--- src/hdl/lsc_pkg.sv ---
// Package: register map, field positions, reset values, timing and state codes of the link controller
package lsc_pkg;
  localparam logic [7:0] ADDR_PID = 8'hd2;
  localparam logic [7:0] ADDR_TXBUF_FIRST = 8'hd3;
  localparam logic [7:0] ADDR_TXBUF_LAST = 8'hda;
  localparam logic [7:0] ADDR_COUNT = 8'hdb;
  localparam logic [7:0] ADDR_CFG = 8'hdc;
  localparam logic [7:0] ADDR_CTRL = 8'hdd;
  localparam logic [7:0] ADDR_ERRLOG = 8'hde;
  localparam logic [7:0] ADDR_SYNC_HI = 8'he3;
  localparam logic [7:0] ADDR_SYNC_LO = 8'he4;
  localparam logic [7:0] ADDR_MODE = 8'hf0;
  localparam logic [7:0] ADDR_IRQ_STAT = 8'hf1;
  localparam logic [7:0] ADDR_IRQ_MASK = 8'hf2;

  localparam int CTRL_DIR_BIT = 0;
  localparam int MODE_SCI_BIT = 0;
  localparam int CFG_TOL_BIT = 7;
  localparam int CFG_CS_BIT = 6;
  localparam int CFG_CLR_BIT = 5;
  localparam logic [7:0] CFG_RESET = 8'h40;
  localparam logic [7:0] REG_RESET = 8'h00;

  localparam int ERR_CHECKSUM = 0;
  localparam int ERR_PARITY = 1;
  localparam int ERR_STOP_MISSING = 2;
  localparam int ERR_STOP_SHORT = 3;
  localparam int ERR_SYNC_SHORT = 4;
  localparam int ERR_SYNC_LONG = 5;
  localparam int ERR_BREAK_DELIM = 6;

  localparam int IRQ_DONE = 0;
  localparam int IRQ_ERROR = 1;
  localparam int IRQ_PID = 2;

  localparam logic [3:0] MAX_COUNT = 4'h8;
  localparam logic [3:0] STOP_IDX = 4'h9;

  localparam int CLK_MHZ = 250;
  localparam int NOM_BIT_US = 50;
  localparam int NOM_BIT_CYC_DEF = NOM_BIT_US * CLK_MHZ;
  localparam int BREAK_MIN_BITS = 11;
  localparam int SYNC_BITS = 8;
  localparam logic [2:0] SYNC_EDGES = 3'h4;
  localparam int SYNC_TICK_SHIFT = 4;
  localparam int SYNC_TOL_PCT = 15;
  localparam logic [6:0] STOP_TOL_PCT = 7'h0f;
  localparam logic [6:0] STOP_TOL_DBL_PCT = 7'h1e;
  localparam logic [23:0] PCT_DIV = 24'h000064;

  typedef enum logic [6:0] {
    ST_IDLE = 7'b0000001,
    ST_BREAK = 7'b0000010,
    ST_DELIM = 7'b0000100,
    ST_SYNC = 7'b0001000,
    ST_PID = 7'b0010000,
    ST_DATA = 7'b0100000,
    ST_TXD = 7'b1000000
  } lsc_state_t;

  typedef enum logic [3:0] {
    ENG_IDLE = 4'b0001,
    ENG_WAIT = 4'b0010,
    ENG_BITS = 4'b0100,
    ENG_STOP = 4'b1000
  } lsc_eng_t;
endpackage : lsc_pkg

--- src/hdl/lsc_byte_engine.sv ---
// Byte engine: one start bit, eight data bits LSB first, one stop bit, in either direction
`timescale 1ns/10ps
module lsc_byte_engine (
  input wire logic core_clk_i,
  input wire logic rst_n_i,
  input wire logic clk_en_i,
  input wire logic [16:0] bit_len_i,
  input wire logic [16:0] short_lim_i,
  input wire logic rx_i,
  input wire logic start_rx_i,
  input wire logic start_tx_i,
  input wire logic [7:0] tx_byte_i,
  output logic done_o,
  output logic [7:0] byte_o,
  output logic stop_missing_o,
  output logic stop_short_o,
  output logic tx_o
);
  import lsc_pkg::*;

  typedef struct packed {
    lsc_eng_t st;
    logic [16:0] cnt;
    logic [3:0] idx;
    logic [9:0] sh;
    logic txm;
    logic tx;
    logic done;
    logic miss;
    logic shrt;
    logic lowstop;
  } lsc_eng_state_t;

  lsc_eng_state_t s_q;
  lsc_eng_state_t s_d;
  logic [16:0] half;
  logic [16:0] last;

  assign half = bit_len_i >> 1;
  assign last = bit_len_i - 17'h00001;

  always_comb
  begin
    s_d = s_q;
    s_d.done = 1'b0;
    s_d.miss = 1'b0;
    s_d.shrt = 1'b0;
    // A stop seen low must rise again before a new start counts
    if (rx_i)
      s_d.lowstop = 1'b0;
    unique case (s_q.st)
      ENG_IDLE:
      begin
        if (start_tx_i)
        begin
          s_d.st = ENG_BITS;
          s_d.txm = 1'b1;
          s_d.sh = {1'b1, tx_byte_i, 1'b0};
          s_d.tx = 1'b0;
          s_d.cnt = '0;
          s_d.idx = '0;
        end
        else if (start_rx_i)
        begin
          s_d.st = ENG_WAIT;
          s_d.txm = 1'b0;
        end
      end
      ENG_WAIT:
      begin
        // Level, not edge: a stop bit cut short still leaves the next start visible
        if (!rx_i && !s_q.lowstop)
        begin
          s_d.st = ENG_BITS;
          s_d.cnt = '0;
          s_d.idx = '0;
        end
      end
      ENG_BITS:
      begin
        s_d.cnt = s_q.cnt + 17'h00001;
        if (s_q.cnt == half)
        begin
          if (!s_q.txm)
            s_d.sh = {rx_i, s_q.sh[9:1]};
          if (s_q.idx == STOP_IDX)
          begin
            s_d.miss = !rx_i;
            if (!rx_i)
            begin
              s_d.st = ENG_IDLE;
              s_d.done = 1'b1;
              s_d.lowstop = 1'b1;
            end
            else if (!s_q.txm)
              s_d.st = ENG_STOP;
          end
        end
        if (s_q.cnt == last)
        begin
          s_d.cnt = '0;
          s_d.idx = s_q.idx + 4'h1;
          if (s_q.txm)
          begin
            s_d.sh = {1'b1, s_q.sh[9:1]};
            s_d.tx = s_q.sh[1];
            if (s_q.idx == STOP_IDX)
            begin
              s_d.st = ENG_IDLE;
              s_d.done = 1'b1;
              s_d.tx = 1'b1;
            end
          end
        end
      end
      ENG_STOP:
      begin
        s_d.cnt = s_q.cnt + 17'h00001;
        if (!rx_i)
        begin
          s_d.shrt = 1'b1;
          s_d.st = ENG_IDLE;
          s_d.done = 1'b1;
        end
        else if (s_q.cnt >= short_lim_i)
        begin
          s_d.st = ENG_IDLE;
          s_d.done = 1'b1;
        end
      end
    endcase
  end

  always_ff @(posedge core_clk_i)
  begin
    if (!rst_n_i)
    begin
      s_q <= '0;
      s_q.st <= ENG_IDLE;
      s_q.tx <= 1'b1;
    end
    else if (clk_en_i)
      s_q <= s_d;
  end

  assign done_o = s_q.done;
  assign byte_o = s_q.sh[8:1];
  assign stop_missing_o = s_q.miss;
  assign stop_short_o = s_q.shrt;
  assign tx_o = s_q.tx;
endmodule : lsc_byte_engine

--- src/hdl/lsc_link_ctrl.sv ---
// Link controller: break, sync measurement, identifier and data bytes, error log and registers
// Notes on behaviour
// - direction bit picks receive or transmit
// - error log read-only, resets zero
// - bit 6 flags short break delimiter
// - bit 5 flags sync longer than expected
// - bit 4 flags sync shorter than expected
// - bit 3 flags short stop bit
// - bit 2 flags low stop level
// - bit 1 flags identifier parity error
// - sync width high byte readable
// - error log clears only between frames
// - stop tolerance 15 percent, doubled 30
// - byte count loaded first, at most eight
// - sync width low byte readable
`timescale 1ns/10ps
module lsc_link_ctrl #(
  parameter int NOM_BIT_CYC = lsc_pkg::NOM_BIT_CYC_DEF
) (
  input wire logic core_clk_i,
  input wire logic rst_n_i,
  input wire logic clk_en_i,
  input wire logic [7:0] reg_addr_i,
  input wire logic [7:0] reg_wdata_i,
  input wire logic reg_wr_i,
  input wire logic reg_rd_i,
  output logic [7:0] reg_rdata_o,
  input wire logic lin_rx_i,
  output logic lin_tx_o,
  output logic irq_o
);
  import lsc_pkg::*;

  localparam logic [20:0] NOM_CYC = 21'(NOM_BIT_CYC);
  localparam logic [20:0] BREAK_CYC = 21'(NOM_BIT_CYC * BREAK_MIN_BITS);
  localparam int SYNC_EXP = (NOM_BIT_CYC * SYNC_BITS) >> SYNC_TICK_SHIFT;
  localparam logic [15:0] SYNC_LONG_LIM = 16'(SYNC_EXP + SYNC_EXP * SYNC_TOL_PCT / 100);
  localparam logic [15:0] SYNC_SHORT_LIM = 16'(SYNC_EXP - SYNC_EXP * SYNC_TOL_PCT / 100);

  typedef struct packed {
    logic [2:0] rx_sync;
    lsc_state_t st;
    logic [20:0] cnt;
    logic [2:0] edges;
    logic [15:0] sync_cnt;
    logic [16:0] bit_len;
    logic [3:0] idx;
    logic [7:0] sum;
    logic [7:0] pid;
    logic dir;
    logic mode;
    logic [7:0] cfg;
    logic [3:0] count;
    logic [7:0][7:0] txbuf;
    logic [7:0] irq_mask;
    logic [7:0] rdata;
    logic start_rx;
    logic start_tx;
    logic [7:0] tx_byte;
  } lsc_ctrl_state_t;

  lsc_ctrl_state_t s_q;
  lsc_ctrl_state_t s_d;

  logic rx;
  logic rx_fall;
  logic eng_done;
  logic [7:0] eng_byte;
  logic eng_miss;
  logic eng_short;
  logic [7:0] err_set;
  logic [7:0] err_clr;
  logic [7:0] err_log;
  logic [7:0] irq_set;
  logic [7:0] irq_clr;
  logic [7:0] irq_stat;
  logic [23:0] tol_prod;
  logic [16:0] short_lim;
  logic [7:0] cs_in;
  logic [8:0] cs_raw;
  logic [7:0] cs_next;
  logic par_ok;
  logic [20:0] cnt_sh;
  logic [15:0] ticks;
  logic sync_evt;
  logic in_txbuf;
  logic [2:0] buf_idx;

  // Second stage is the only reader of the first
  assign rx = s_q.rx_sync[1];
  assign rx_fall = s_q.rx_sync[2] & !rx;

  assign tol_prod = s_q.bit_len * (s_q.cfg[CFG_TOL_BIT] ? STOP_TOL_DBL_PCT : STOP_TOL_PCT);
  assign short_lim = s_q.bit_len - 17'(tol_prod / PCT_DIV);

  assign cs_in = (s_q.st == ST_TXD) ? s_q.tx_byte : eng_byte;
  assign cs_raw = {1'b0, s_q.sum} + {1'b0, cs_in};
  assign cs_next = cs_raw[7:0] + {7'h00, cs_raw[8]};
  assign par_ok = (eng_byte[6] == (eng_byte[0] ^ eng_byte[1] ^ eng_byte[2] ^ eng_byte[4]))
    && (eng_byte[7] == !(eng_byte[1] ^ eng_byte[3] ^ eng_byte[4] ^ eng_byte[5]));

  // Width counted in ticks so a 16-bit field covers the whole sync byte
  assign cnt_sh = s_q.cnt >> SYNC_TICK_SHIFT;
  assign ticks = (|cnt_sh[20:16]) ? 16'hffff : cnt_sh[15:0];
  assign sync_evt = (s_q.st == ST_SYNC) && rx_fall && (s_q.edges == SYNC_EDGES - 3'h1);

  assign in_txbuf = (reg_addr_i >= ADDR_TXBUF_FIRST) && (reg_addr_i <= ADDR_TXBUF_LAST);
  assign buf_idx = 3'(reg_addr_i - ADDR_TXBUF_FIRST);

  assign err_clr = {8{s_q.cfg[CFG_CLR_BIT] && (s_q.st == ST_IDLE)}};
  assign irq_clr = (reg_wr_i && reg_addr_i == ADDR_IRQ_STAT) ? reg_wdata_i : 8'h00;

  always_comb
  begin
    logic go_rx;
    logic go_tx;
    logic fin;
    logic [3:0] nidx;
    go_rx = 1'b0;
    go_tx = 1'b0;
    fin = 1'b0;
    nidx = 4'h0;
    s_d = s_q;
    s_d.rx_sync = {s_q.rx_sync[1:0], lin_rx_i};
    s_d.start_rx = 1'b0;
    s_d.start_tx = 1'b0;
    s_d.rdata = 8'h00;
    err_set = 8'h00;
    irq_set = 8'h00;

    if (reg_wr_i)
    begin
      if (in_txbuf)
        s_d.txbuf[buf_idx] = reg_wdata_i;
      case (reg_addr_i)
        // only the direction bit is kept
        ADDR_CTRL: s_d.dir = reg_wdata_i[CTRL_DIR_BIT];
        ADDR_CFG: s_d.cfg = reg_wdata_i;
        ADDR_COUNT: s_d.count = (reg_wdata_i[3:0] > MAX_COUNT) ? MAX_COUNT : reg_wdata_i[3:0];
        ADDR_MODE: s_d.mode = reg_wdata_i[MODE_SCI_BIT];
        ADDR_IRQ_MASK: s_d.irq_mask = reg_wdata_i;
        default: s_d.irq_mask = s_q.irq_mask;
      endcase
    end

    if (reg_rd_i)
    begin
      if (in_txbuf)
        s_d.rdata = s_q.txbuf[buf_idx];
      else
        case (reg_addr_i)
          ADDR_PID: s_d.rdata = s_q.pid;
          ADDR_COUNT: s_d.rdata = {4'h0, s_q.count};
          ADDR_CFG: s_d.rdata = s_q.cfg;
          ADDR_CTRL: s_d.rdata = {7'h00, s_q.dir};
          ADDR_ERRLOG: s_d.rdata = err_log;
          ADDR_SYNC_HI: s_d.rdata = s_q.sync_cnt[15:8];
          ADDR_SYNC_LO: s_d.rdata = s_q.sync_cnt[7:0];
          ADDR_MODE: s_d.rdata = {7'h00, s_q.mode};
          ADDR_IRQ_STAT: s_d.rdata = irq_stat;
          ADDR_IRQ_MASK: s_d.rdata = s_q.irq_mask;
          default: s_d.rdata = 8'h00;
        endcase
    end

    if (s_q.st != ST_BREAK && s_q.cnt != {21{1'b1}})
      s_d.cnt = s_q.cnt + 21'h000001;
    err_set[ERR_STOP_MISSING] = eng_miss;
    err_set[ERR_STOP_SHORT] = eng_short;

    unique case (s_q.st)
      ST_IDLE:
      begin
        s_d.cnt = '0;
        if (s_q.mode)
        begin
          // plain serial starts on a control write
          if (reg_wr_i && reg_addr_i == ADDR_CTRL)
          begin
            s_d.bit_len = 17'(NOM_BIT_CYC);
            s_d.sum = 8'h00;
            go_tx = reg_wdata_i[CTRL_DIR_BIT];
            go_rx = !reg_wdata_i[CTRL_DIR_BIT];
          end
        end
        else if (rx_fall)
          s_d.st = ST_BREAK;
      end
      ST_BREAK:
      begin
        if (s_q.cnt != {21{1'b1}})
          s_d.cnt = s_q.cnt + 21'h000001;
        if (rx)
        begin
          s_d.st = (s_q.cnt >= BREAK_CYC) ? ST_DELIM : ST_IDLE;
          s_d.cnt = '0;
        end
      end
      ST_DELIM:
      begin
        if (rx_fall)
        begin
          err_set[ERR_BREAK_DELIM] = (s_q.cnt < NOM_CYC);
          s_d.st = ST_SYNC;
          // The edge cycle itself counts, so eight bits give a full width
          s_d.cnt = 21'h000001;
          s_d.edges = 3'h0;
        end
        else if (s_q.cnt >= BREAK_CYC)
          s_d.st = ST_IDLE;
      end
      ST_SYNC:
      begin
        if (rx_fall && s_q.edges != SYNC_EDGES)
          s_d.edges = s_q.edges + 3'h1;
        if (sync_evt)
        begin
          s_d.sync_cnt = ticks;
          s_d.bit_len = {ticks, 1'b0};
          err_set[ERR_SYNC_LONG] = (ticks > SYNC_LONG_LIM);
          err_set[ERR_SYNC_SHORT] = (ticks < SYNC_SHORT_LIM);
        end
        if (s_q.edges == SYNC_EDGES && rx)
        begin
          s_d.st = ST_PID;
          s_d.start_rx = 1'b1;
        end
        else if (s_q.cnt == {21{1'b1}})
          s_d.st = ST_IDLE;
      end
      ST_PID:
      begin
        if (eng_done)
        begin
          s_d.pid = eng_byte;
          err_set[ERR_PARITY] = !par_ok;
          irq_set[IRQ_PID] = 1'b1;
          s_d.sum = s_q.cfg[CFG_CS_BIT] ? eng_byte : 8'h00;
          go_tx = s_q.dir;
          go_rx = !s_q.dir;
        end
      end
      ST_DATA:
      begin
        if (eng_done)
        begin
          if (s_q.idx < s_q.count)
          begin
            s_d.sum = cs_next;
            nidx = s_q.idx + 4'h1;
            go_rx = 1'b1;
          end
          else
          begin
            // Received checksum added to the running sum must give all ones
            err_set[ERR_CHECKSUM] = (cs_next != 8'hff);
            fin = 1'b1;
          end
        end
      end
      ST_TXD:
      begin
        if (eng_done)
        begin
          if (s_q.idx < s_q.count)
          begin
            s_d.sum = cs_next;
            nidx = s_q.idx + 4'h1;
            go_tx = 1'b1;
          end
          else
            fin = 1'b1;
        end
      end
    endcase

    s_d.idx = (go_rx || go_tx) ? nidx : s_d.idx;
    if (go_rx)
    begin
      if (nidx < s_q.count || (nidx == s_q.count && !s_q.mode))
      begin
        s_d.st = ST_DATA;
        s_d.start_rx = 1'b1;
      end
      else
        fin = 1'b1;
    end
    if (go_tx)
    begin
      if (nidx < s_q.count)
      begin
        s_d.st = ST_TXD;
        s_d.start_tx = 1'b1;
        s_d.tx_byte = s_q.txbuf[nidx[2:0]];
      end
      else if (nidx == s_q.count && !s_q.mode)
      begin
        s_d.st = ST_TXD;
        s_d.start_tx = 1'b1;
        s_d.tx_byte = ~s_d.sum;
        s_d.idx = nidx + 4'h1;
      end
      else
        fin = 1'b1;
    end
    if (fin)
    begin
      s_d.st = ST_IDLE;
      irq_set[IRQ_DONE] = 1'b1;
    end
    irq_set[IRQ_ERROR] = |err_set;
  end

  always_ff @(posedge core_clk_i)
  begin
    if (!rst_n_i)
    begin
      s_q <= '0;
      s_q.st <= ST_IDLE;
      s_q.rx_sync <= 3'h7;
      s_q.cfg <= CFG_RESET;
    end
    else if (clk_en_i)
      s_q <= s_d;
  end

  lsc_byte_engine u_engine (
    .core_clk_i(core_clk_i),
    .rst_n_i(rst_n_i),
    .clk_en_i(clk_en_i),
    .bit_len_i(s_q.bit_len),
    .short_lim_i(short_lim),
    .rx_i(rx),
    .start_rx_i(s_q.start_rx),
    .start_tx_i(s_q.start_tx),
    .tx_byte_i(s_q.tx_byte),
    .done_o(eng_done),
    .byte_o(eng_byte),
    .stop_missing_o(eng_miss),
    .stop_short_o(eng_short),
    .tx_o(lin_tx_o)
  );

  lsc_sticky #(.W(8)) u_err_log (
    .core_clk_i(core_clk_i),
    .rst_n_i(rst_n_i),
    .clk_en_i(clk_en_i),
    .set_i(err_set),
    .clr_i(err_clr),
    .flag_o(err_log)
  );

  lsc_sticky #(.W(8)) u_irq_stat (
    .core_clk_i(core_clk_i),
    .rst_n_i(rst_n_i),
    .clk_en_i(clk_en_i),
    .set_i(irq_set),
    .clr_i(irq_clr),
    .flag_o(irq_stat)
  );

  assign reg_rdata_o = s_q.rdata;
  assign irq_o = |(irq_stat & s_q.irq_mask);
endmodule : lsc_link_ctrl

--- src/hdl/lsc_sticky.sv ---
// Sticky flag bank: hardware sets, a clear vector drops bits, a set beats a clear
`timescale 1ns/10ps
module lsc_sticky #(
  parameter int W = 8
) (
  input wire logic core_clk_i,
  input wire logic rst_n_i,
  input wire logic clk_en_i,
  input wire logic [W-1:0] set_i,
  input wire logic [W-1:0] clr_i,
  output logic [W-1:0] flag_o
);
  import lsc_pkg::*;

  typedef struct packed {
    logic [W-1:0] flag;
  } lsc_stk_t;

  lsc_stk_t s_q;
  lsc_stk_t s_d;

  always_comb
  begin
    s_d = s_q;
    s_d.flag = (s_q.flag & ~clr_i) | set_i;
  end

  always_ff @(posedge core_clk_i)
  begin
    if (!rst_n_i)
      s_q <= '0;
    else if (clk_en_i)
      s_q <= s_d;
  end

  assign flag_o = s_q.flag;
endmodule : lsc_sticky

--- config.mk ---
export PLATFORM = sky130hd
export DESIGN_NAME = lsc_link_ctrl
export DESIGN_NICKNAME = d
export VERILOG_FILES = /design/src/hdl/lsc_pkg.sv /design/src/hdl/lsc_byte_engine.sv /design/src/hdl/lsc_link_ctrl.sv /design/src/hdl/lsc_sticky.sv
export SDC_FILE = /design/constraint.sdc
export NUM_CORES = 1
export LEC_CHECK = 0
export BUFFER_PORTS_ARGS = -buffer_cell sky130_fd_sc_hd__clkbuf_2
export CELL_PAD_IN_SITES_DETAIL_PLACEMENT = 1
export CELL_PAD_IN_SITES_GLOBAL_PLACEMENT = 2
export CORE_MARGIN = 2
export CORE_UTILIZATION = 35
export CTS_CLUSTER_SIZE = 25
export DETAILED_ROUTE_END_ITERATION = 8
export GPL_ROUTABILITY_DRIVEN = 0
export PLACE_DENSITY = 0.76
export SKIP_CTS_REPAIR_TIMING = 1
export SLEW_MARGIN = 20
export SYNTH_ARGS = -nofsm -noshare
export SYNTH_HDL_FRONTEND = slang
export SYNTH_SLANG_ARGS = --single-unit
--- constraint.sdc ---
create_clock -name core_clk_i -period 21 [get_ports core_clk_i]
set_clock_uncertainty 0.1 [all_clocks]
set_input_delay 1.05 -clock core_clk_i [delete_from_list [all_inputs] [get_ports core_clk_i]]
set_output_delay 1.05 -clock core_clk_i [all_outputs]
set_load 0.05 [all_outputs]
# Yosys cells after proc, flatten, opt, wreduce, memory -nomap -nowiden
# Cells that the tools add are included.
word_totals:
  reg_bits: 248
  out_inout_bits: 10
classes:
  muxes: 130
  div_mod_pow: 1
  eq_ne: 45
  n_mul: 1
  bitwise_logic: 15
  reduce_logical: 48
  magnitude_cmp: 13
  n_addsub: 11
op_table:
  columns: ["cell", "count"]
  rows:
  - ["$mux W8", 12]
  - ["$mux W7", 12]
  - ["$pmux W21 S4", 1]
  - ["$eq A8 B8 Y1 const B", 10]
  - ["$pmux W8 S10", 1]
  - ["$mux W4", 18]
  - ["$bwmux W64", 1]
  - ["$pmux W21 S3", 1]
  - ["$mux W17", 3]
  - ["$bmux W8 S3", 2]
  - ["$mux W1", 43]
  - ["$mux W21", 2]
  - ["$reduce_and A3 Y1", 12]
  - ["$mux W35", 1]
  - ["$pmux W17 S2", 1]
  - ["$mux W16", 2]
  - ["$mux W31", 1]
  - ["$mux W10", 3]
  - ["$mux W28", 1]
  - ["$pmux W7 S4", 1]
  - ["$mux W9", 3]
  - ["$mux W25", 1]
  - ["$and A8 B8 Y8", 3]
  - ["$demux W8 S3", 1]
  - ["other kinds (72)", 128]

# Depth between registers and ports, before layout
# Gate-level depths: netlist of the first run.
logic_depth:
  ltp_word: 14
  depth_mapped: 86
  mapped_depth_nobuf: 78

# By module
# Synthesis of the first run repeated with hierarchy kept, for this count alone.
unflattened:
  cells_unflattened: 2841
  hier_area_um2: 21647.0
by_module_without_submodules:
  columns: ["module", "area_per_inst_um2", "n_inst", "seq_area_each_um2", "cells_each"]
  rows:
  - ["lsc_link_ctrl", 17365.4, 1, 3803.6, 2304]
  - ["lsc_byte_engine", 3603.5, 1, 800.8, 469]
  - ["lsc_sticky", 339.1, 2, 160.2, 34]

# Worst setup path after synthesis of the first run
# No wires, ideal clock.
synth_timing:
  path_kind: "register to register"
  from: "register s_q[135] (netlist name)"
  to: "register u_engine.s_q[37] (netlist name)"
  arrival_ns: 15.530
  synth_period_minus_slack_ns: 15.759
  setup_time_ns: 0.129
  n_path_buf: 4
  slack_ns: 5.241
  stages_incl_launch_ff: 77
  cell_sequence: "dfxtp_1 > clkbuf_1 > inv_1 > fa_1 > inv_1 > fa_1 > inv_1 > fa_1 > inv_1 > ha_1 > buf_2 > nand4_1 > nor3_1 > or4_4 > or3_4 > a21oi_4 > o211ai_2 > and3_1 > [41 not listed] > o21bai_1 > a21oi_1 > o21bai_1 > a21oi_1 > o21bai_1 > a21oi_1 > xnor2_1 > ha_1 > nor2b_1 > o21ai_0 > nand2b_1 > a21oi_1 > nor2b_1 > o21ai_0 > nand3b_1 > o21ai_1 > mux2i_1 > nand2_1"
synth_via:
  elab_chain_len: 6
synth_lines:
  columns: ["item", "line", "source"]
  rows:
  - ["from (decl)", "lsc_link_ctrl.sv:62", "lsc_ctrl_state_t s_q;"]
  - ["$mul A17 B5 Y22 or $eq A17 B16 Y1 (tied branches)", "lsc_link_ctrl.sv:93, lsc_byte_engine.sv:82", null]
  - ["$div A24 B7 Y24 or $mux W4 (tied branches)", "lsc_link_ctrl.sv:94, lsc_byte_engine.sv:82", null]
  - ["$sub A17 B17 Y17 or $mux W4 (tied branches)", "lsc_link_ctrl.sv:94, lsc_byte_engine.sv:107", null]
  - ["$ge A17 B17 Y1 or $mux W4 (tied branches)", "lsc_byte_engine.sv:125, lsc_byte_engine.sv:103", null]
  - ["$ne A3 B2 Y1 (no line) or $mux W35 (tied branches)", null, null]
  - ["$reduce_and A4 Y1 (no line) or $pmux W21 S4 (tied branches)", null, null]
  - ["to (decl)", "lsc_byte_engine.sv:34", "lsc_eng_state_t s_q;"]
# Parallel ways exist; a longest one is shown, timed or not. The select of a mux whose other input is x is not followed.
# A chain may end at the register's enable or synchronous reset.

# Worst setup path after layout of the first run
layout_timing:
  from: "register s_q[129] (netlist name)"
  to: "register u_engine.s_q[37] (netlist name)"
# Same word-level chain as after synthesis.

==> results of run 1 <==
-- state kept, by name, summed over array words and instances (netlist names) --
signal and cells:
u_irq_stat.flag_o 8, u_engine.done_o 1, u_engine.stop_short_o 1, u_engine.stop_missing_o 1, u_engine.byte_o 8, rx 1, s_d 1, u_engine.tx_o 1
u_engine.s_q 28, s_q 163, reg_rdata_o 8, cnt_sh 17, u_err_log.flag_o 8
-- layer usage --
layer	up-vias	track usage, %	wire (um)
met5	-	0	0
met1	10030	31.09	34530
met3	83	1.860	2434
met2	375	37.62	33300
met4	0	6.368	1904
li1	9502	-	-
-- metrics by stage --
stage / instances / util, %
after floorplan: 2639 / -
after global placement: 3313 / 36.69
after detailed placement: 3313 / 36.70
after CTS: 3371 / 38.55
after global routing: 3372 / 38.62
final: 3372 / 38.62
-- cells by family (layout without fill, tap and decap cells) --
group	count (synthesis)	count (layout)	share of synthesized area, %
simple gates	918	918	22.45
compound gates	795	795	26.75
buf+inv	285	245	5.457
flops	246	246	23.42
fa+ha+maj	145	145	10.11
mux	136	136	6.945
xor+xnor	114	114	4.856
-- critical path: cells and delay by family, from the launching register on --
family | cells | cell delay [ps]
compound gates | 37 | 9640
xor+xnor | 5 | 1600
fa+ha+maj | 7 | 3020
buf+inv | 6 | 550
flops | 1 | 720
mux | 3 | 1000
simple gates | 14 | 2250
-- where the power goes --
group / switching [W] / leakage, nW / internal (W)
Sequential: 0.00000688 / 1.99 / 0.000471
Clock: 0.000227 / 0.543 / 0.000344
Combinational: 0.0000611 / 6.58 / 0.0000301
-- cell type report --
cell class | count | area, um^2
clock buffers | 45 | 928.4
clock inverters | 13 | 168.9
fillers | 7107 | 36360
inverters | 125 | 471.7
multi-input cells | 2108 | 15020
flip-flops and latches | 246 | 4926
well taps | 773 | 967.2
repair buffers | 62 | 395.4
-- worst max path at each step --
stage                     slack [ps]  depth (start not counted)          endpoint
after global placement          2060                         73  u_engine.s_q[37]
final                           2000                         72  u_engine.s_q[37]
after detailed placement        1260                         72  u_engine.s_q[37]
after CTS                       1230                         72  u_engine.s_q[37]
after global routing             220                         76  u_engine.s_q[37]
after floorplan                 5240                         76  u_engine.s_q[37]
-- layout by cell type, fill, tap and decap left out, drive strengths merged, types with 71 or more instances in the layout --
master,n
a21oi,198
dfxtp,246
inv,126
nor2b,145
o21ai,152
clkbuf,76
nand2,248
nor3,71
nor2,163
ha,91
mux2i,103
nand3,72
==> flow_metrics.py, run 1 <==
metrics = {
    "outcome": {
        "outcome": "complete, no violations",
    },
    "timing": {
        "timing.hold.ws_ps": 380.5,
        "finalMaxSlewViolations": 0,
        "totalNegativeSetupSlack_ps": 0,
        "fmax_ghz": 0.05262,
        "finalHoldViolCount": 0,
        "finalCriticalPeriod_ps": 19000,
        "timing.final.setup_violations": 0,
        "worstMarginPinSlew_ps": 1043,
        "rsz0062_at_grt": "no",
        "finalWorstSetupSlack_ps": 1995,
        "fin_crit_sh_pct": 90.50,
        "max-slew-margin-rel_pct": 30.47,
    },
    "setup_path": {
        "regToRegEndpoint": "u_engine.s_q[37]",
        "cp-startpoint": "s_q[129]",
        "critPathMaxFanout": 12,
        "worst_r2r_startpoint": "s_q[129]",
        "critical-path-top-cell-by-count": "sky130_fd_sc_hd__a21oi_1",
        "ff2ff_path_depth": 72,
        "cpMaxStageDelayCell": "sky130_fd_sc_hd__dfxtp_1",
        "regToRegSetupSlack_ps": 2000,
        "critical_path_arrival_ps": 19370,
        "critPathLaunchType": "flip-flop",
        "critPathRequiredTime_ps": 21360,
        "worst-setup-path-type": "reg -> reg",
        "cp_slowest_stage_delay_ps": 720,
        "end_kind": "flip-flop",
    },
    "yosys": {
        "asyncSetResetFlopFracSynth_pct": 0,
        "syn-instance-count": 2639,
        "syn-cell-area_um2": 21020,
        "yosysWarnings": 0,
        "yosys_register_bits": 246,
        "ys_dominant_reg_cell": "sky130_fd_sc_hd__dfxtp_1",
        "netlist.top_cell.by_area": "sky130_fd_sc_hd__dfxtp_1",
        "synth_area_per_inst_um2": 7.967,
        "fraction_of_post_synthesis_cell_area_in_the_top_cell_type_by_area_pct": 23.42,
        "postSynthNetCount": 2796,
        "leading_post_synthesis_cells_by_instance_count": "246 x sky130_fd_sc_hd__dfxtp_1, 242 x sky130_fd_sc_hd__nand2_1, 188 x sky130_fd_sc_hd__a21oi_1",
        "synth.yosys.seq_area_share_pct": 23.42,
        "synth.top_cells.by_area": "sky130_fd_sc_hd__dfxtp_1 23%, sky130_fd_sc_hd__ha_1 5.4%, sky130_fd_sc_hd__mux2i_1 4.9%, sky130_fd_sc_hd__a21oi_1 4.5%, sky130_fd_sc_hd__nand2_1 4.3%",
        "synth_cell_types": 126,
        "most_numerous_cell_in_the_yosys_netlist": "sky130_fd_sc_hd__dfxtp_1",
        "number_of_enable_flip_flop_cells_after_synthesis": 0,
    },
    "floorplanning": {
        "die_outline_area_um2": 62050,
        "row_count": 89,
        "fp.dieW_um": 249.1,
        "floorplan.initialDensity_pct": 35.49,
        "io_pins": 32,
        "core-area_um2": 59240,
        "fp.dieH_um": 249.1,
    },
    "finish": {
        "num_antenna_cells": 0,
        "final_design_area_no_fill_um2": 22880,
        "fin_nets": 2731,
        "drive_gt1_share_pct": 9.927,
        "areaGrowthSynthToFinish_pct": 8.820,
    },
    "routing": {
        "finalWirelength_um": 72170,
        "drt-wirelength-per-cell_um": 21.40,
        "num_vias": 19990,
        "detail_route.drc_violations": 0,
        "drt.antenna.violating_nets": 0,
        "drt_iter0_markers": 1162,
        "vias_per_cell": 5.929,
        "drtPass1Iterations": 7,
    },
    "global_routing": {
        "antenna_found_initial": 0,
        "via_count_of_the_first_global_routing_pass": 20480,
        "grt_pass1_wl_um": 115000,
        "groute.usage.overall_pct": 22.54,
        "grt_remaining_overflow": 0,
        "maximum_number_of_pins_on_one_net_before_global_route_repair": 126,
    },
    "job": {
        "max_cap_viol_count": 0,
    },
    "clocking": {
        "clock_sink_total": 246,
        "number_of_buffers_created_by_cts": 31,
        "cts_buffer_depth": 3,
        "root_buffer": "sky130_fd_sc_hd__clkbuf_16",
        "ctsHtreeMaxLevel": 1,
        "worst_setup_hold_path_clk_slew_ps": 60,
        "cts_tree": "yes",
        "worst_skew_pair.late_latency_ps": 610,
    },
    "place": {
        "dp_hpwl_um": 54460,
        "numPortBuffers": 31,
        "detailedPlace.worstSlack_ps": 1263,
        "placedInstanceArea_um2": 21740,
    },
    "pwr": {
        "leakage_nw": 9.109,
        "vdd_drop_max_v": 0.00006283,
        "power_w": 0.001140,
        "pwr_density_cell_nw_per_um2": 49.84,
    },
    "worst_hold_path": {
        "min_delay_path_depth": 2,
        "hold_worst_path_end": "s_d[189]",
        "timing.hold.worst.class": "reg -> reg",
        "hold_path_startpoint": "s_d[189]",
    },
}
Power figures use the tool's default switching activity.
==> run 2, diff against run 1 <==
--- a/config.mk
+++ b/config.mk
@@ -5,17 +5,18 @@
 export SDC_FILE = /design/constraint.sdc
 export NUM_CORES = 1
 export LEC_CHECK = 0
+export ABC_AREA = 1
 export BUFFER_PORTS_ARGS = -buffer_cell sky130_fd_sc_hd__clkbuf_2
 export CELL_PAD_IN_SITES_DETAIL_PLACEMENT = 1
 export CELL_PAD_IN_SITES_GLOBAL_PLACEMENT = 2
-export CORE_MARGIN = 2
 export CORE_UTILIZATION = 35
 export CTS_CLUSTER_SIZE = 25
 export DETAILED_ROUTE_END_ITERATION = 8
 export GPL_ROUTABILITY_DRIVEN = 0
-export PLACE_DENSITY = 0.76
+export PLACE_DENSITY = 0.82
 export SKIP_CTS_REPAIR_TIMING = 1
 export SLEW_MARGIN = 20
 export SYNTH_ARGS = -nofsm -noshare
 export SYNTH_HDL_FRONTEND = slang
+export SYNTH_HIERARCHICAL = 1
 export SYNTH_SLANG_ARGS = --single-unit
==> flow_metrics.py, run 2 <==
metrics = {
    "place": {
        "detailedPlace.worstSlack_ps": 5424,
        "placed_cells_incl_taps": 4047,
        "numPortBuffers": 31,
        "dp_hpwl_um": 58430,
    },
    "routing": {
        "drt-wirelength-per-cell_um": 18.37,
        "finalWirelength_um": 75440,
        "detail_route.drc_violations": 0,
        "drtPass1Iterations": 7,
        "drt.antenna.violating_nets": 0,
        "vias_per_cell": 5.361,
        "drt_iter0_markers": 1019,
        "num_vias": 22010,
    },
    "setup_path": {
        "critPathLaunchType": "flip-flop",
        "critical_path_arrival_ps": 16000,
        "critPathRequiredTime_ps": 21390,
        "worst-setup-path-type": "reg -> reg",
        "cp_slowest_stage_delay_ps": 860,
        "critPathMaxFanout": 21,
        "cpMaxStageDelayCell": "sky130_fd_sc_hd__dfxtp_1",
        "path_delay_family": "simple AND/OR/NAND/NOR gates",
        "end_kind": "flip-flop",
        "timing.critical_path.buf_inv": 12,
        "critical-path-top-cell-by-count": "sky130_fd_sc_hd__nand2_2",
    },
    "timing": {
        "finalHoldViolCount": 0,
        "finalCriticalPeriod_ps": 15610,
        "finalWorstSetupSlack_ps": 5389,
        "timing.final.setup_violations": 0,
        "finalMaxSlewViolations": 0,
        "fin_crit_sh_pct": 74.34,
        "fmax_ghz": 0.06406,
        "max-slew-margin-rel_pct": 27.58,
        "worstMarginPinSlew_ps": 1082,
        "totalNegativeSetupSlack_ps": 0,
        "rsz0062_at_grt": "no",
    },
    "finish": {
        "most-common-layout-cells": "675 x sky130_fd_sc_hd__nand2_1, 553 x sky130_fd_sc_hd__inv_1, 311 x sky130_fd_sc_hd__a21oi_1, 247 x sky130_fd_sc_hd__o21ai_0, 246 x sky130_fd_sc_hd__dfxtp_1",
        "drive_gt1_share_pct": 9.813,
        "fillerInstances": 7907,
        "final_common_cell": "sky130_fd_sc_hd__nand2_1",
        "registers.top_by_ff_count": "s_q",
        "fin_nets": 3455,
        "largest_reg_flops": 163,
        "areaGrowthSynthToFinish_pct": 8.563,
        "final_cells": 4106,
    },
    "yosys": {
        "largest_family_of_logic_cells_by_synthesized_area": "simple AND/OR/NAND/NOR gates",
        "leading_post_synthesis_cells_by_instance_count": "675 x sky130_fd_sc_hd__nand2_1, 554 x sky130_fd_sc_hd__inv_1, 311 x sky130_fd_sc_hd__a21oi_1",
        "netlist.top_cell.by_area": "sky130_fd_sc_hd__dfxtp_1",
        "number_of_enable_flip_flop_cells_after_synthesis": 0,
        "yosys.area_share.simple_pct": 29.57,
        "ys_dominant_reg_cell": "sky130_fd_sc_hd__dfxtp_1",
        "synth_area_per_inst_um2": 6.472,
        "synth_cell_types": 83,
        "synth.yosys.seq_area_share_pct": 22.87,
        "yosys_register_bits": 246,
        "asyncSetResetFlopFracSynth_pct": 0,
        "multiplexer_share_of_the_synthesized_area_pct": 0.09295,
        "synth_compound_area_share_pct": 21.26,
        "synthXorXnorAreaFrac_pct": 3.660,
        "synth-adder-area-share_pct": 9.376,
        "syn-cell-area_um2": 21540,
        "synth.top_cells.by_area": "sky130_fd_sc_hd__dfxtp_1 23%, sky130_fd_sc_hd__nand2_1 12%, sky130_fd_sc_hd__inv_1 9.7%, sky130_fd_sc_hd__a21oi_1 7.2%, sky130_fd_sc_hd__o21ai_0 5.7%",
        "syn-instance-count": 3328,
        "fraction_of_post_synthesis_cell_area_in_the_top_cell_type_by_area_pct": 22.87,
        "most_numerous_cell_in_the_yosys_netlist": "sky130_fd_sc_hd__nand2_1",
        "yosysWarnings": 6,
    },
    "global_routing": {
        "groute.usage.overall_pct": 23.97,
        "via_count_of_the_first_global_routing_pass": 22740,
        "maximum_number_of_pins_on_one_net_before_global_route_repair": 88,
        "grt_remaining_overflow": 0,
        "antenna_found_initial": 1,
        "grt_pass1_wl_um": 122400,
    },
    "floorplanning": {
        "core-area_um2": 60580,
        "floorplan.initialDensity_pct": 35.55,
        "die_outline_area_um2": 62530,
        "io_pins": 32,
        "fp.dieW_um": 250.1,
        "fp.dieH_um": 250.1,
        "row_count": 90,
    },
    "outcome": {
        "outcome": "complete, no violations",
    },
    "worst_hold_path": {
        "timing.hold.worst.class": "reg -> reg",
    },
    "pwr": {
        "vdd_drop_max_v": 0.00009822,
        "leakage_nw": 10.62,
        "power_w": 0.002580,
        "pwr_density_cell_nw_per_um2": 110.3,
    },
    "clocking": {
        "cts_tree": "yes",
        "number_of_buffers_created_by_cts": 31,
        "clock_sink_total": 246,
        "worst_setup_hold_path_clk_slew_ps": 60,
        "cts_buffer_depth": 3,
        "root_buffer": "sky130_fd_sc_hd__clkbuf_16",
        "worst_skew_pair.late_latency_ps": 590,
        "ctsHtreeMaxLevel": 1,
    },
    "job": {
        "max_cap_viol_count": 0,
    },
}
==> run 2: cell count changes after synthesis, sizes merged, moves of 79 or more <==
cell	previous run	this run
nand2	248	788
inv	125	583
nor2	163	242
nor2b	145	0
mux2i	103	2
a21oi	198	316
o21ai	152	281
nand3	72	183
==> run 2: worst paths after layout <==
kind,slack (ps),to,depth (start not counted),startpoint
worst min-delay path,360,s_q[66],2,s_q[66]
worst max-delay path,5390,u_engine/s_q[39],116,s_q[101]
worst min register to register,360,s_q[66],2,s_q[66]
worst max register to register,5390,u_engine/s_q[39],116,s_q[101]
==> run 2: through the flow <==
| step | instance area [um^2] | hold WS [ps] | util, % |
|---|---|---|---|
| floorplan | 21570 | 322.6 | - |
| global placement | 22300 | 339.3 | 36.81 |
| detailed placement | 22300 | 349.8 | 36.81 |
| CTS | 23380 | 359.8 | 38.59 |
| global route | 23380 | 378.1 | 38.59 |
| finish | 23380 | 359.5 | 38.60 |
==> run 2: worst reg2reg max path: cells and delay by family (launching register included) <==
kind / cells / cell delay, ps
AND/OR/NAND/NOR: 84 / 8940
adder cells (fa/ha/maj): 6 / 2640
AO/OA/AOI/OAI: 13 / 2140
flip-flops: 1 / 860
buffers and inverters: 12 / 730
XOR/XNOR: 1 / 130
==> run 2: kinds of logic after synthesis <==
| family | Yosys count |
|---|---|
| buf+inv | 710 |
| simple gates | 1350 |
| compound gates | 794 |
| flops | 246 |
| mux | 2 |
| fa+ha+maj | 135 |
| other cells | 1 |
| xor+xnor | 90 |
==> run 2: final cells by class <==
| cell class | count | area [um^2] | share of cell area, % |
|---|---|---|---|
| sequential | 246 | 4925 | 21.06 |
| antenna | 2 | 5.005 | 0.02140 |
| tap | 782 | 978.4 | 4.185 |
| multi-input combinational | 2380 | 13830 | 59.14 |
| clock buffer | 44 | 894.6 | 3.826 |
| clock inverter | 13 | 182.7 | 0.7813 |
| inverter | 589 | 2268 | 9.701 |
| timing repair buffer | 50 | 300.3 | 1.284 |
==> run 2: power by group <==
part	total, W	internal, W	switching (W)
combinational	0.00153	0.000546	0.000980
clock	0.000567	0.000345	0.000222
sequential	0.000487	0.000475	0.0000121
total	0.00258	0.00137	0.00121
==> run 2: routing by layer <==
| metal | vias to the layer above | global-route usage, % | routed length (um) | part of all wire (%) |
|---|---|---|---|---|
| met5 | - | 0 | 0 | 0 |
| met4 | 0 | 5.592 | 1379 | 1.8 |
| met3 | 80 | 2.795 | 3071 | 4.1 |
| met2 | 348 | 41.40 | 36050 | 48 |
| met1 | 10780 | 31.71 | 34940 | 46 |
| li1 | 10810 | - | - | - |
